File: config.mk
export PLATFORM = sky130hd
export DESIGN_NAME = qcsi_top
export DESIGN_NICKNAME = d
export VERILOG_FILES = /design/src/qcsi_pkg.sv /design/src/qcsi_decoder.sv /design/src/qcsi_top.sv
export SDC_FILE = /design/constraint.sdc
export NUM_CORES = 1
export LEC_CHECK = 0
export ABC_AREA = 0
export BUFFER_PORTS_ARGS = -buffer_cell sky130_fd_sc_hd__buf_2
export CORE_MARGIN = 5
export CORE_UTILIZATION = 58
export CTS_CLUSTER_DIAMETER = 80
export DETAILED_ROUTE_END_ITERATION = 12
export GPL_ROUTABILITY_DRIVEN = 0
export PLACE_DENSITY = 0.8
export SLEW_MARGIN = 20
export SYNTH_ARGS = -nofsm -noshare
export SYNTH_HDL_FRONTEND = slang
export SYNTH_SLANG_ARGS = --single-unit
File: constraint.sdc
create_clock -name mclk -period 5.2 [get_ports mclk]
set_input_delay 0.52 -clock mclk [delete_from_list [all_inputs] [get_ports mclk]]
set_output_delay 0.52 -clock mclk [all_outputs]
set_load 0.02 [all_outputs]
File: src/qcsi_pkg.sv
package qcsi_pkg;
  // ==========================================================================
  // Channel counts and widths
  // ==========================================================================
  localparam int unsigned NUM_ENC    = 4;            // Encoder channels
  localparam int unsigned POS_W      = 24;           // Position accumulator width
  localparam int unsigned DAC_W      = 16;           // Motor and auxiliary DAC code width
  localparam int unsigned NUM_MOT    = 2;            // Motor effort DAC channels
  localparam int unsigned NUM_AUX    = 2;            // Auxiliary DAC channels
  localparam int unsigned SEL_W      = 2;            // DAC select field width
  localparam int unsigned MULT_W     = 16;           // Sample period multiplier width

  // ==========================================================================
  // Reset values
  // ==========================================================================
  localparam logic [POS_W-1:0] POS_RST  = 24'h00_0000;  // Counters clear at reset
  localparam logic [DAC_W-1:0] DAC_RST  = 16'h0000;     // Mid scale, zero volts
  localparam logic [MULT_W-1:0] MULT_RST = 16'h0001;    // Fastest servo rate

  // ==========================================================================
  // Timing
  // ==========================================================================
  localparam int unsigned CLK_PERIOD_PS = 10000;      // 10 ns clock period
  localparam int unsigned TICK_PERIOD_PS = 884000000; // 0.000884 s base tick
  // Longest time, so round down to whole cycles
  localparam int unsigned TICK_CYCLES   = TICK_PERIOD_PS / CLK_PERIOD_PS;

  // ==========================================================================
  // Quadrature step encoding
  // ==========================================================================
  localparam logic [1:0] STEP_NONE = 2'h0;            // No movement
  localparam logic [1:0] STEP_UP   = 2'h1;            // One count forward
  localparam logic [1:0] STEP_DN   = 2'h2;            // One count backward
  localparam logic [1:0] STEP_ERR  = 2'h3;            // Both channels moved at once
endpackage

File: src/qcsi_decoder.sv
`timescale 1ns/1ps
`default_nettype none
module qcsi_decoder #(
  parameter int unsigned POS_W = qcsi_pkg::POS_W
) (
  input  wire logic             mclk,
  input  wire logic             rst,
  input  wire logic             ce,
  input  wire logic             chan_a_in,
  input  wire logic             chan_b_in,
  output logic [POS_W-1:0]      pos_ff,
  output logic                  phase_err_ff
);
  // ==========================================================================
  // Input synchronisers
  // ==========================================================================
  logic [1:0] a_sync_ff;                         // Stage 0 metastable, stage 1 clean
  logic [1:0] b_sync_ff;
  logic       a_prev_ff;                         // Last clean level of A
  logic       b_prev_ff;                         // Last clean level of B
  logic [1:0] warm_ff;                           // Enabled cycles since reset, saturating

  // Edges are ignored until both sync stages and the last-level flops hold
  // pin data; otherwise a pin resting high at reset would fake one count
  localparam logic [1:0] WARM_DONE = 2'h3;
  wire logic [1:0] nxt_warm = (warm_ff == WARM_DONE) ? warm_ff : 2'(warm_ff + 2'h1);
  wire logic       live     = (warm_ff == WARM_DONE);

  // Two flops per pin; only stage 1 is read onward
  always_ff @(posedge mclk) begin
    if (rst) begin
      a_sync_ff <= 2'h0;
      b_sync_ff <= 2'h0;
      a_prev_ff <= 1'b0;
      b_prev_ff <= 1'b0;
      warm_ff   <= 2'h0;
    end else if (ce) begin
      a_sync_ff <= {a_sync_ff[0], chan_a_in};
      b_sync_ff <= {b_sync_ff[0], chan_b_in};
      a_prev_ff <= a_sync_ff[1];
      b_prev_ff <= b_sync_ff[1];
      warm_ff   <= nxt_warm;
    end
  end

  // ==========================================================================
  // Step decode
  // ==========================================================================
  wire logic a_now = a_sync_ff[1];
  wire logic b_now = b_sync_ff[1];
  wire logic a_edge = live & (a_now ^ a_prev_ff);  // Rising or falling on A
  wire logic b_edge = live & (b_now ^ b_prev_ff);  // Rising or falling on B
  // A leading B counts up; B leading A counts down
  wire logic fwd = a_edge ? (a_now ^ b_now) : ~(a_now ^ b_now);
  // Every lone edge of either channel is one step, giving 4x resolution; edges on both at once count nothing
  wire logic [1:0] step =
    (a_edge & b_edge) ? qcsi_pkg::STEP_ERR :
    (a_edge | b_edge) ? (fwd ? qcsi_pkg::STEP_UP : qcsi_pkg::STEP_DN) :
                        qcsi_pkg::STEP_NONE;
  // Counter wraps naturally at 2**24 in both directions
  wire logic [POS_W-1:0] nxt_pos =
    (step == qcsi_pkg::STEP_UP) ? POS_W'(pos_ff + 1'b1) :
    (step == qcsi_pkg::STEP_DN) ? POS_W'(pos_ff - 1'b1) : pos_ff;

  // ==========================================================================
  // Position accumulator
  // ==========================================================================
  // Accumulates continuously; software never clears it, only samples it
  always_ff @(posedge mclk) begin
    if (rst) begin
      pos_ff       <= qcsi_pkg::POS_RST;
      phase_err_ff <= 1'b0;
    end else if (ce) begin
      pos_ff <= nxt_pos;
      // Sticky: a double edge means encoder outran the sampler
      if (step == qcsi_pkg::STEP_ERR) begin
        phase_err_ff <= 1'b1;
      end
    end
  end
endmodule
`default_nettype wire

File: src/qcsi_top.sv
// Summary of operation
// - Channel phase order sets count direction
// - Count every edge of both channels; edges on both at once count nothing
// - Accumulate counts continuously in 24-bit counters
// - Four independent decoder and counter channels
// - Periodic tick, sample period integer multiple
// - Tick interrupt lets servo preempt background
// - 16-bit motor effort code per sample
// - Two optional signed 16-bit auxiliary DACs
`timescale 1ns/1ps
`default_nettype none
module qcsi_top #(
  parameter int unsigned NUM_ENC     = qcsi_pkg::NUM_ENC,
  parameter int unsigned POS_W       = qcsi_pkg::POS_W,
  parameter int unsigned DAC_W       = qcsi_pkg::DAC_W,
  parameter int unsigned TICK_CYCLES = qcsi_pkg::TICK_CYCLES,
  parameter bit          AUX_EN      = 1'b1
) (
  input  wire logic                          mclk,
  input  wire logic                          rst,
  input  wire logic                          ce,
  input  wire logic [NUM_ENC-1:0]            enc_a,
  input  wire logic [NUM_ENC-1:0]            enc_b,
  input  wire logic [qcsi_pkg::MULT_W-1:0]   sample_mult,
  input  wire logic                          dac_wr,
  input  wire logic [qcsi_pkg::SEL_W-1:0]    dac_sel,
  input  wire logic [DAC_W-1:0]              dac_code,
  input  wire logic                          tick_ack,
  output logic [NUM_ENC*POS_W-1:0]           pos_ff,
  output logic [NUM_ENC-1:0]                 phase_err_ff,
  output logic                               servo_irq_ff,
  output logic                               base_tick_ff,
  output logic [qcsi_pkg::NUM_MOT*DAC_W-1:0] motor_dac_ff,
  output logic [qcsi_pkg::NUM_AUX*DAC_W-1:0] aux_dac_ff,
  output logic                               dac_load_ff
);
  // ==========================================================================
  // Encoder channels
  // ==========================================================================
  // One decoder per encoder; each counts on its own with no shared state
  for (genvar g = 0; g < NUM_ENC; g++) begin : g_enc
    qcsi_decoder #(.POS_W(POS_W)) u_dec (
      .mclk        (mclk),
      .rst         (rst),
      .ce          (ce),
      .chan_a_in   (enc_a[g]),
      .chan_b_in   (enc_b[g]),
      .pos_ff      (pos_ff[g*POS_W +: POS_W]),
      .phase_err_ff(phase_err_ff[g])
    );
  end

  // ==========================================================================
  // Servo tick timer
  // ==========================================================================
  localparam int unsigned TW = $clog2(TICK_CYCLES + 1);
  localparam logic [TW-1:0] TICK_LAST = TW'(TICK_CYCLES - 1);
  logic [TW-1:0]               tick_cnt_ff;      // Cycles inside one base tick
  logic [qcsi_pkg::MULT_W-1:0] mult_cnt_ff;      // Base ticks inside one sample
  logic [qcsi_pkg::MULT_W-1:0] mult_ff;          // Multiplier latched per sample

  wire logic tick_end   = (tick_cnt_ff == TICK_LAST);
  // Zero multiplier is treated as one so the servo never stalls
  wire logic [qcsi_pkg::MULT_W-1:0] mult_safe =
    (sample_mult == '0) ? qcsi_pkg::MULT_RST : sample_mult;
  wire logic sample_end = tick_end && (mult_cnt_ff == mult_ff - 1'b1);
  wire logic [TW-1:0] nxt_tick_cnt = tick_end ? '0 : TW'(tick_cnt_ff + 1'b1);
  wire logic [qcsi_pkg::MULT_W-1:0] nxt_mult_cnt =
    sample_end ? '0 : (tick_end ? qcsi_pkg::MULT_W'(mult_cnt_ff + 1'b1) : mult_cnt_ff);

  // Base tick counter plus multiplier; new multiplier applies at next sample
  // so a period change never produces a short runt sample
  always_ff @(posedge mclk) begin
    if (rst) begin
      tick_cnt_ff  <= '0;
      mult_cnt_ff  <= '0;
      mult_ff      <= qcsi_pkg::MULT_RST;
      base_tick_ff <= 1'b0;
    end else if (ce) begin
      tick_cnt_ff  <= nxt_tick_cnt;
      mult_cnt_ff  <= nxt_mult_cnt;
      base_tick_ff <= tick_end;
      if (sample_end) begin
        mult_ff <= mult_safe;
      end
    end
  end

  // ==========================================================================
  // Interrupt request
  // ==========================================================================
  // Level request held until acknowledged; a new tick beats an ack
  always_ff @(posedge mclk) begin
    if (rst) begin
      servo_irq_ff <= 1'b0;
    end else if (ce) begin
      if (sample_end) begin
        servo_irq_ff <= 1'b1;
      end else if (tick_ack) begin
        servo_irq_ff <= 1'b0;
      end
    end
  end

  // ==========================================================================
  // DAC code holding registers
  // ==========================================================================
  // Select 0,1: motor effort; 2,3: auxiliary (only when option fitted)
  wire logic       sel_aux  = dac_sel[qcsi_pkg::SEL_W-1];
  wire logic       sel_idx  = dac_sel[0];
  wire logic       wr_mot   = dac_wr && !sel_aux;
  wire logic       wr_aux   = dac_wr && sel_aux && AUX_EN;

  // Codes are two's complement; full scale 16'h7FFF maps to +10 V
  always_ff @(posedge mclk) begin
    if (rst) begin
      motor_dac_ff <= '0;
      aux_dac_ff   <= '0;
      dac_load_ff  <= 1'b0;
    end else if (ce) begin
      dac_load_ff <= wr_mot || wr_aux;
      if (wr_mot) begin
        motor_dac_ff[sel_idx*DAC_W +: DAC_W] <= dac_code;
      end
      if (wr_aux) begin
        aux_dac_ff[sel_idx*DAC_W +: DAC_W] <= dac_code;
      end
    end
  end
endmodule
`default_nettype wire

======== Word level (Yosys, flattened, before mapping) ========
Index checks and enable logic that the tools add are counted.
storage, ports and cells
  bits in registers ....................... 248
  latch bits .............................. 0
  RAM bits ................................ 0
  memory bits (read-only) ................. 0
  word-level logic and storage cells ...... 169
  memories ................................ 0
cells by class
  add/subtract/negate cells ............... 16
  multipliers ............................. 0
  divide/modulo/power cells ............... 0
  $lt $le $gt $ge ......................... 0
  eq/ne operators ......................... 18
  shifts and indexed selects .............. 2
  multiplexer cells ....................... 32
  bitwise logic cells ..................... 36
  reduce and logical (&&, ||, !) cells .... 29
operators with widths
  operator                                                 number
  2-to-1 mux 24 bit                                        8
  adder 24 x 1 -> 24 bit (second input constant)           4
  subtractor 24 x 1 -> 24 bit (second input constant)      4
  bitwise mux 32 bit                                       2
  2-to-1 mux 16 bit                                        3
  negator 5 -> 34 bit                                      1
  AND reduction 2 bit                                      17
  variable shift 16 x 34 -> 32 bit (first input constant)  1
  variable part select 16 x 34 -> 32 bit                   1
  equality test 2 bit (second input constant)              12
  2-to-1 mux 2 bit                                         12
  adder 17 x 1 -> 17 bit (second input constant)           1
  equality test 17 bit (second input constant)             1
  2-to-1 mux 17 bit                                        1
  adder 16 x 1 -> 16 bit (second input constant)           1
  equality test 16 bit                                     1
  zero test 16 bit                                         1
  subtractor 16 x 1 -> 16 bit (second input constant)      1
  AND 1 bit                                                12
  nonzero test 2 bit                                       6
  bitwise XOR 1 bit                                        12
  adder 2 x 1 -> 2 bit (second input constant)             4
  equality test 2 x 1 -> 1 bit (second input constant)     4
  inverter 1 bit                                           8
  5 further kinds                                          15

======== Logic depth before layout (Yosys ltp) ========
Gate-level depths: netlist of the first run.
  depth in word-level cells ............... 9
  depth in mapped cells ................... 15

======== Cells and area by module ========
Synthesis of the first run repeated with hierarchy kept, for this count alone.
second synthesis, totals
  cell total of the unflattened synthesis .. 1857
  area total of the unflattened synthesis .. 15145.8 um2
by module, submodules not included
  module                              times used  cells an instance  area an instance (um2)
  qcsi_top                            1           628                5124.9
  qcsi_decoder at g_enc[0].u_dec ...  2           318                2561.2
  qcsi_decoder at g_enc[3].u_dec      1           306                2487.4
  qcsi_decoder at g_enc[1].u_dec      1           287                2411.1

======== Least setup slack after synthesis of the first run ========
Ideal clock, no wire load.
  kind .................................... register -> register
  from .................................... register g_enc[0].u_dec.warm_ff[0]
  to ...................................... register g_enc[0].u_dec.pos_ff[23]
  library setup time ...................... 0.123 ns
  arrival time ............................ 3.786 ns
  path slack .............................. 1.290 ns
  stages on the path, launching flop included .. 16
  path through ............................ dfxtp_1 > ha_1 > and2_1 > nand2b_1 > o21ai_0 > inv_1 > ha_1 > o21ai_2 > nand2b_2 > o41ai_1 > or4b_4 > a21bo_4 > a21oi_4 > nor3_2 > a2111oi_4 > mux2_1
on the way
  cells in the longest elaborated chain, start to end .. 9
  elaborated cells between the ends (all ways) .. 14
RTL lines
  what                                                                        line                                    source
  from (decl)                                                                 qcsi_decoder.sv:21                      logic [1:0] warm_ff;
  from (signal assigned)                                                      qcsi_decoder.sv:42                      warm_ff <= nxt_warm;
  equality test 2 bit (*)                                                     qcsi_decoder.sv:27                      wire logic live = (warm_ff == WARM_DONE);
  AND 1 bit                                                                   qcsi_decoder.sv:51                      wire logic a_edge = live & (a_now ^ a_prev_ff);
  2-to-1 mux 1 bit                                                            qcsi_decoder.sv:54                      wire logic fwd = a_edge ? (a_now ^ b_now) : ~(a_now ^ b_now);
  2-to-1 mux 2 bit (2 in a row)                                               qcsi_decoder.sv:58                      (a_edge | b_edge) ? (fwd ? qcsi_pkg::STEP_UP : qcsi_pkg::STEP_DN) :
  2-to-1 mux 2 bit (*)                                                        qcsi_decoder.sv:57                      (a_edge & b_edge) ? qcsi_pkg::STEP_ERR :
  equality test 2 bit / equality test 2 x 1 -> 1 bit (equally long branches)  qcsi_decoder.sv:63, qcsi_decoder.sv:62
  nonzero test 2 bit (no source line)                                         --
  AND reduction 2 bit (no source line)                                        --
  to (signal assigned)                                                        qcsi_decoder.sv:71                      pos_ff <= qcsi_pkg::POS_RST;
  to (signal assigned)                                                        qcsi_decoder.sv:74                      pos_ff <= nxt_pos;
  to (decl)                                                                   qcsi_decoder.sv:11                      output logic [POS_W-1:0] pos_ff,
Mark *: on every way between the ends. The rest lies on a longest branch, timed or not.
A chain may end at the register's enable or synchronous reset.

======== Final worst setup path of the first run ========
  from .................................... register g_enc[2].u_dec.warm_ff[0]
  to ...................................... register g_enc[2].u_dec.pos_ff[22]
on the way
  cells in the longest elaborated chain, start to end .. 9
  elaborated cells between the ends (all ways) .. 14
RTL lines
  what                                                                        line
  from (decl)                                                                 qcsi_decoder.sv:21
  from (signal assigned)                                                      qcsi_decoder.sv:42
  equality test 2 bit (*)                                                     qcsi_decoder.sv:27
  AND 1 bit                                                                   qcsi_decoder.sv:51
  2-to-1 mux 1 bit                                                            qcsi_decoder.sv:54
  2-to-1 mux 2 bit (2 in a row)                                               qcsi_decoder.sv:58
  2-to-1 mux 2 bit (*)                                                        qcsi_decoder.sv:57
  equality test 2 bit / equality test 2 x 1 -> 1 bit (equally long branches)  qcsi_decoder.sv:63, qcsi_decoder.sv:62
  nonzero test 2 bit (no source line)                                         --
  AND reduction 2 bit (no source line)                                        --
  to (signal assigned)                                                        qcsi_decoder.sv:71
  to (signal assigned)                                                        qcsi_decoder.sv:74
  to (decl)                                                                   qcsi_decoder.sv:11
Marks and branches as above.

==> results of run 1 <==
==> cell families (layout without fill, tap and decap cells) <==
family | after synthesis | count (layout) | share of synthesized area [%]
muxes | 42 | 42 | 2.995
and+or+nand+nor | 648 | 648 | 21.11
DFF | 248 | 248 | 35.16
xor gates and xnor gates | 139 | 139 | 8.622
other | 0 | 1 | 0
adders and majority gates | 103 | 103 | 9.340
buffers and inverters | 102 | 294 | 2.942
AOI/OAI and AO/OA | 438 | 438 | 19.83
==> state kept, by name (all words and copies together) (netlist names), 4 cells and up <==
register	flops
g_enc.u_dec.b_sync_ff	8
g_enc.u_dec.a_prev_ff	4
g_enc.u_dec.a_sync_ff	8
g_enc.u_dec.phase_err_ff	4
g_enc.u_dec.b_prev_ff	4
motor_dac_ff	32
tick_cnt_ff	17
g_enc.u_dec.warm_ff	8
mult_ff	16
g_enc.u_dec.pos_ff	96
mult_cnt_ff	16
aux_dac_ff	32
==> worst max-delay path, stage by stage (launching register included) <==
cell and delay, ns:
dfxtp_1 0.32, ha_1 0.23, and2_1 0.17, nand2b_1 0.14, o21ai_0 0.27, inv_1 0.48
fa_1 0.58, a21oi_1 0.19, o21ai_0 0.22, o221ai_1 0.26, o21ai_0 0.21, o311ai_1 0.44
a31oi_1 0.20, a31oi_1 0.23, xnor2_1 0.08, a22o_1 0.20
==> power by group through the flow <==
| stage | logic [mW] | registers [mW] | clock network (mW) |
|---|---|---|---|
| floorplan | 0.181 | 2.00 | 0 |
| global placement | 0.273 | 1.99 | 0 |
| detailed placement | 0.279 | 1.99 | 0 |
| CTS | 0.281 | 1.95 | 2.09 |
| global route | 0.310 | 1.95 | 2.18 |
| finish | 0.283 | 1.95 | 2.05 |
==> metrics by stage <==
step / setup slack [ns] / cells / cell area [um^2]
finish: 0.8784 / 2237 / 16300
global route: 0.4260 / 2237 / 16300
CTS: 0.8852 / 2236 / 16290
detailed placement: 0.9267 / 2188 / 15330
global placement: 0.9902 / 2188 / 15330
floorplan: 1.290 / 1720 / 14120
==> cell usage in the layout, fill, tap and decap left out, drive strengths merged, types with 11 or more instances in the layout <==
cell type  instances
xnor2             83
dfxtp            248
a21o              47
nor2             165
nand2            295
buf              220
a31oi             11
and3              13
nor3              30
nand4             15
nand3b            12
nand2b            12
mux2i             40
a21oi            216
nand3             32
xor2              56
ha                99
o21a              13
a211oi            21
o21ai             53
clkbuf            36
inv               26
and2              18
==> layout make-up <==
| type | count | share of cell area, % |
|---|---|---|
| clock buffers | 36 | 4.721 |
| multi-input cells | 1370 | 53.65 |
| well taps | 324 | 2.487 |
| repair buffers | 220 | 6.902 |
| clock inverters | 12 | 1.159 |
| inverters | 26 | 0.5988 |
| diodes | 1 | 0.01535 |
| flip-flops and latches | 248 | 30.46 |
==> worst min path at each step <==
stage	endpoint	slack (ns)	cells after the start
final	g_enc[0].u_dec.a_sync_ff[0]	0.24	3
after global placement	motor_dac_ff[18]	0.44	2
after CTS	g_enc[2].u_dec.a_sync_ff[0]	0.22	3
after global routing	g_enc[0].u_dec.a_sync_ff[0]	0.24	3
after detailed placement	motor_dac_ff[4]	0.44	2
after floorplan	g_enc[0].u_dec.phase_err_ff	0.44	2
==> layer usage <==
metal	share of wire [%]	track usage (%)	wire, um	vias to the layer above
met4	3.0	8.034	1070	0
met3	5.1	3.404	1814	77
met2	47	41.85	16720	346
met5	0	0	0	-
met1	45	32.18	15900	5979
li1	-	-	-	6407
==> flow_summary.json, run 1 <==
{
  "status": "complete, no violations",
  "coreArea_mm2": 0.02418,
  "crit_end": "g_enc[2].u_dec.pos_ff[22]",
  "synth_seq_area_share_pct": 35.16,
  "tns_ns": 0,
  "grt_pass1_wl_mm": 59.33,
  "worstSetupStartpointType": "flip-flop",
  "io_pins": 214,
  "vias": 12810,
  "synth.most_common_cell": "nand2_1",
  "synthToLayoutAreaGrowth_pct": 15.43,
  "min_from": "enc_a[0]",
  "async_reset_ff_share_pct": 0,
  "drive_above_1_share_pct": 15.90,
  "wl_per_cell_um": 15.87,
  "clockBufferDepth": 3,
  "die_w_um": 166.0,
  "final-seq-area_mm2": 0.004965,
  "swShare_pct": 22.57,
  "dr.pass1.iters": 5,
  "arrival_ns": 4.74,
  "p_int_mw": 3.318,
  "grt_max_degree": 94,
  "crit_type": "flip-flop to flip-flop",
  "relSlewSlack_pct": 34.41,
  "leakagePower_nw": 7.383,
  "rsz0062_at_grt": "false",
  "fin_worst_skew_ns": 0.01215,
  "die_height_um": 166.0,
  "cts_tree": "built",
  "hold_viol_final": 0,
  "rows": 57,
  "synth_area_mm2": 0.01412,
  "r2r-end": "g_enc[2].u_dec.pos_ff[22]",
  "die_area_mm2": 0.02756,
  "holdWs_ns": 0.2356,
  "pwr_density_cell_mw_per_mm2": 262.9,
  "htreeDepth": 1,
  "drt_iter0_drc": 948,
  "numCtsBuffers": 27,
  "worstPathRequired_ns": 5.62,
  "cts_resized": 0,
  "ff2ff_setup_slack_ns": 0.88,
  "initial_utilization_pct": 58.40,
  "synth_area_leader_cell": "dfxtp_1",
  "clkLatencyLatePin_ns": 0.53,
  "postCtsSetupBuffers": 0,
  "drc": 0,
  "numClockSinks": 248,
  "clkPwrFrac_pct": 47.9,
  "fin_total_pwr_mw": 4.284,
  "routed_via_density": 5.726,
  "vdd_drop_max_uv": 271.4,
  "ctsHoldBuffers": 0,
  "grt_pass1_vias": 12150,
  "portBuffers": 213,
  "fmax_mhz": 231.4,
  "path_clk_slew_ns": 0.06,
  "timing.hold.worst.class": "input port to flip-flop",
  "ant_nets": 0,
  "ys_ff_latch": 248,
  "period_needed_ns": 4.322,
  "cp-startpoint": "g_enc[2].u_dec.warm_ff[0]",
  "yosys_warnings": 0,
  "synth_edf_count": 0,
  "synth_nets": 1870,
  "synth_common_cells": "nand2_1 (293), dfxtp_1 (248), a21oi_1 (212)",
  "finalCritPeriodShare_pct": 83.11,
  "worstRegToRegCells": 15,
  "tightest_slew_ns": 0.9838,
  "seq_power_share_pct": 45.5,
  "maxSlewViolCount": 0,
  "cp_max_fo": 25,
  "endpoint_kind": "flip-flop",
  "grt_usage_pct": 24.53,
  "antenna_found_initial": 1,
  "root_buffer": "clkbuf_16",
  "r2r-start": "g_enc[2].u_dec.warm_ff[0]",
  "post-dp-hpwl_mm": 25.29,
  "yosys.cell_types.count": 93,
  "syn_inst": 1720,
  "nets": 2043,
  "combPwrFrac_pct": 6.6,
  "yosys_most_used_dff": "dfxtp_1",
  "multi_input_area_mm2": 0.008745,
  "netSwitchingPower_uw": 966.8,
  "synth_top_cell_area_share_pct": 35.16,
  "synth_area_leaders": "dfxtp_1 (35%), ha_1 (8.8%), nand2_1 (7.8%), a21oi_1 (7.5%), xnor2_1 (5.1%)",
  "finalSetupViolCount": 0,
  "finish.utilization_pct": 67.41,
  "cap_violations": 0,
  "postSynthAreaPerCell_um2": 8.209,
  "fill_cells": 2015,
  "overflow": 0,
  "drt_wl_total_mm": 35.50
}
(Power assumes the default switching activity.)
==> run 2: changes to the inputs <==
clock period = 4.1 ns   (was 5.2 ns; I/O delays follow)
==> flow_summary.json, run 2 (same netlist as run 1, synthesis figures left out) <==
{
  "status": "complete, no violations",
  "reg_top3": "g_enc.u_dec.pos_ff: 96 flops, aux_dac_ff: 32 flops, motor_dac_ff: 32 flops",
  "htreeDepth": 1,
  "io_pins": 214,
  "rsz0062_at_grt": "false",
  "grt_max_degree": 100,
  "routed_via_density": 5.684,
  "tns_ns": 0,
  "routed-wl-met3_mm": 1.806,
  "crit_type": "flip-flop to flip-flop",
  "r2r-start": "g_enc[2].u_dec.warm_ff[0]",
  "tightest_slew_ns": 0.9702,
  "arrival_ns": 4.30,
  "initial_utilization_pct": 58.40,
  "worst_slack_ns": 0.2147,
  "numCtsBuffers": 28,
  "ff2ff_setup_slack_ns": 0.21,
  "ant_nets": 0,
  "portBuffers": 213,
  "post-dp-hpwl_mm": 25.24,
  "wl_per_cell_um": 15.85,
  "worstRegToRegCells": 16,
  "fmax_mhz": 257.4,
  "layout.cells.most_common_list": "nand2_1 (293), dfxtp_1 (248), a21oi_1 (212), buf_2 (212), nor2_1 (164)",
  "die_w_um": 166.0,
  "largest_reg_flops": 96,
  "clockBufferDepth": 3,
  "die_area_mm2": 0.02756,
  "slowest_stage": "ha_1",
  "path_clk_slew_ns": 0.06,
  "coreArea_mm2": 0.02418,
  "dr.pass1.iters": 5,
  "nets": 2053,
  "cp_slowest_stage_delay_ns": 0.36,
  "place_area_mm2": 0.01541,
  "layout_commonest_cell": "nand2_1",
  "postCtsSetupBuffers": 0,
  "root_buffer": "clkbuf_16",
  "path_buf_inv": 2,
  "rows": 57,
  "overflow": 0,
  "antenna_found_initial": 4,
  "route.met2.wl_mm": 16.52,
  "pre_cts_slack_ns": 0.03682,
  "min_from": "enc_b[1]",
  "maxSlewViolCount": 0,
  "hold_viol_final": 0,
  "cap_violations": 0,
  "die_height_um": 166.0,
  "whs_path_depth": 3,
  "endpoint_kind": "flip-flop",
  "vdd_drop_max_uv": 300.1,
  "cp_max_fo": 17,
  "cts_resized": 0,
  "fill_cells": 1985,
  "timing.hold.worst.class": "input port to flip-flop",
  "worstPathRequired_ns": 4.52,
  "drt_wl_total_mm": 35.68,
  "r2r-end": "g_enc[2].u_dec.pos_ff[23]",
  "finalSetupViolCount": 0,
  "min_to": "g_enc[1].u_dec.b_sync_ff[0]",
  "ctsHoldBuffers": 0,
  "drive_above_1_share_pct": 16.59,
  "period_needed_ns": 3.885,
  "cpLargestDelayFamily": "compound AO/OA/AOI/OAI gates",
  "numClockSinks": 248,
  "synthToLayoutAreaGrowth_pct": 16.27,
  "crit_chain": "ha_1, and2_1, nand2b_1, o21ai_1, inv_2, buf_4, ha_1, a21o_1, a21o_1, a21oi_1, a21oi_1, o31a_1, a41oi_2, nand3_1, o211ai_1, mux2_2",
  "final_area_mm2": 0.01642,
  "finalCritPeriodShare_pct": 94.76,
  "leakagePower_nw": 7.431,
  "drt_iter0_drc": 822,
  "route.top_layer_used": "met4",
  "worstSetupStartpointType": "flip-flop",
  "drt-met1-wl_mm": 16.16,
  "holdWs_ns": 0.1195,
  "drc": 0,
  "clkLatencyLatePin_ns": 0.53,
  "grt_pass1_wl_mm": 59.44,
  "cts_tree": "built",
  "relSlewSlack_pct": 35.32,
  "grt_usage_pct": 24.63,
  "largest_register": "g_enc.u_dec.pos_ff",
  "grt_pass1_vias": 12150,
  "pwr_density_cell_mw_per_mm2": 330.5,
  "vias": 12790,
  "finish.utilization_pct": 67.90,
  "fin_worst_skew_ns": 0.01197
}
==> run 2: how the worst max path moves through the flow <==
stage	startpoint	endpoint	cells past startpoint
2_1_floorplan	g_enc[0].u_dec.warm_ff[0]	g_enc[0].u_dec.pos_ff[23]	15
3_3_place_gp	g_enc[2].u_dec.warm_ff[0]	g_enc[2].u_dec.pos_ff[23]	16
3_5_place_dp	g_enc[2].u_dec.warm_ff[0]	g_enc[2].u_dec.pos_ff[23]	16
4_1_cts	g_enc[2].u_dec.warm_ff[0]	g_enc[2].u_dec.pos_ff[23]	16
5_1_grt	g_enc[2].u_dec.warm_ff[0]	g_enc[2].u_dec.pos_ff[23]	16
6_report	g_enc[2].u_dec.warm_ff[0]	g_enc[2].u_dec.pos_ff[23]	16
==> run 2: final cells by class <==
type / instances / area [um^2] / area share, %
antenna: 4 / 10.01 / 0.06097
clock buffer: 39 / 823.3 / 5.015
clock inverter: 11 / 143.9 / 0.8765
inverter: 26 / 97.59 / 0.5945
multi-input combinational: 1370 / 8767 / 53.40
sequential: 248 / 4965 / 30.24
tap: 324 / 405.4 / 2.469
timing repair buffer: 229 / 1205 / 7.339
==> run 2: worst min-delay path, stage by stage <==
cell and delay (ns):
buf_2 0.07, mux2i_1 0.05, nor2_1 0.07
==> run 2: metal layers <==
layer / global-route usage [%] / up-vias
li1: - / 6416
met1: 32.88 / 5959
met2: 40.96 / 337
met3: 3.404 / 82
met4: 8.895 / 0
met5: 0 / -
==> run 2: power breakdown <==
| group | switching, mW | leakage [nW] | internal, mW | total [mW] |
|---|---|---|---|---|
| Combinational | 0.224 | 4.95 | 0.140 | 0.363 |
| Clock | 1.00 | 0.476 | 1.59 | 2.59 |
| Sequential | 0.0251 | 2.00 | 2.45 | 2.47 |
==> run 2: stage by stage <==
step                      cells  power, mW
after floorplan            1720      2.771
after global placement     2197      2.872
after detailed placement   2197      2.880
after CTS                  2247      5.473
after global routing       2251      5.629
final                      2251      5.426
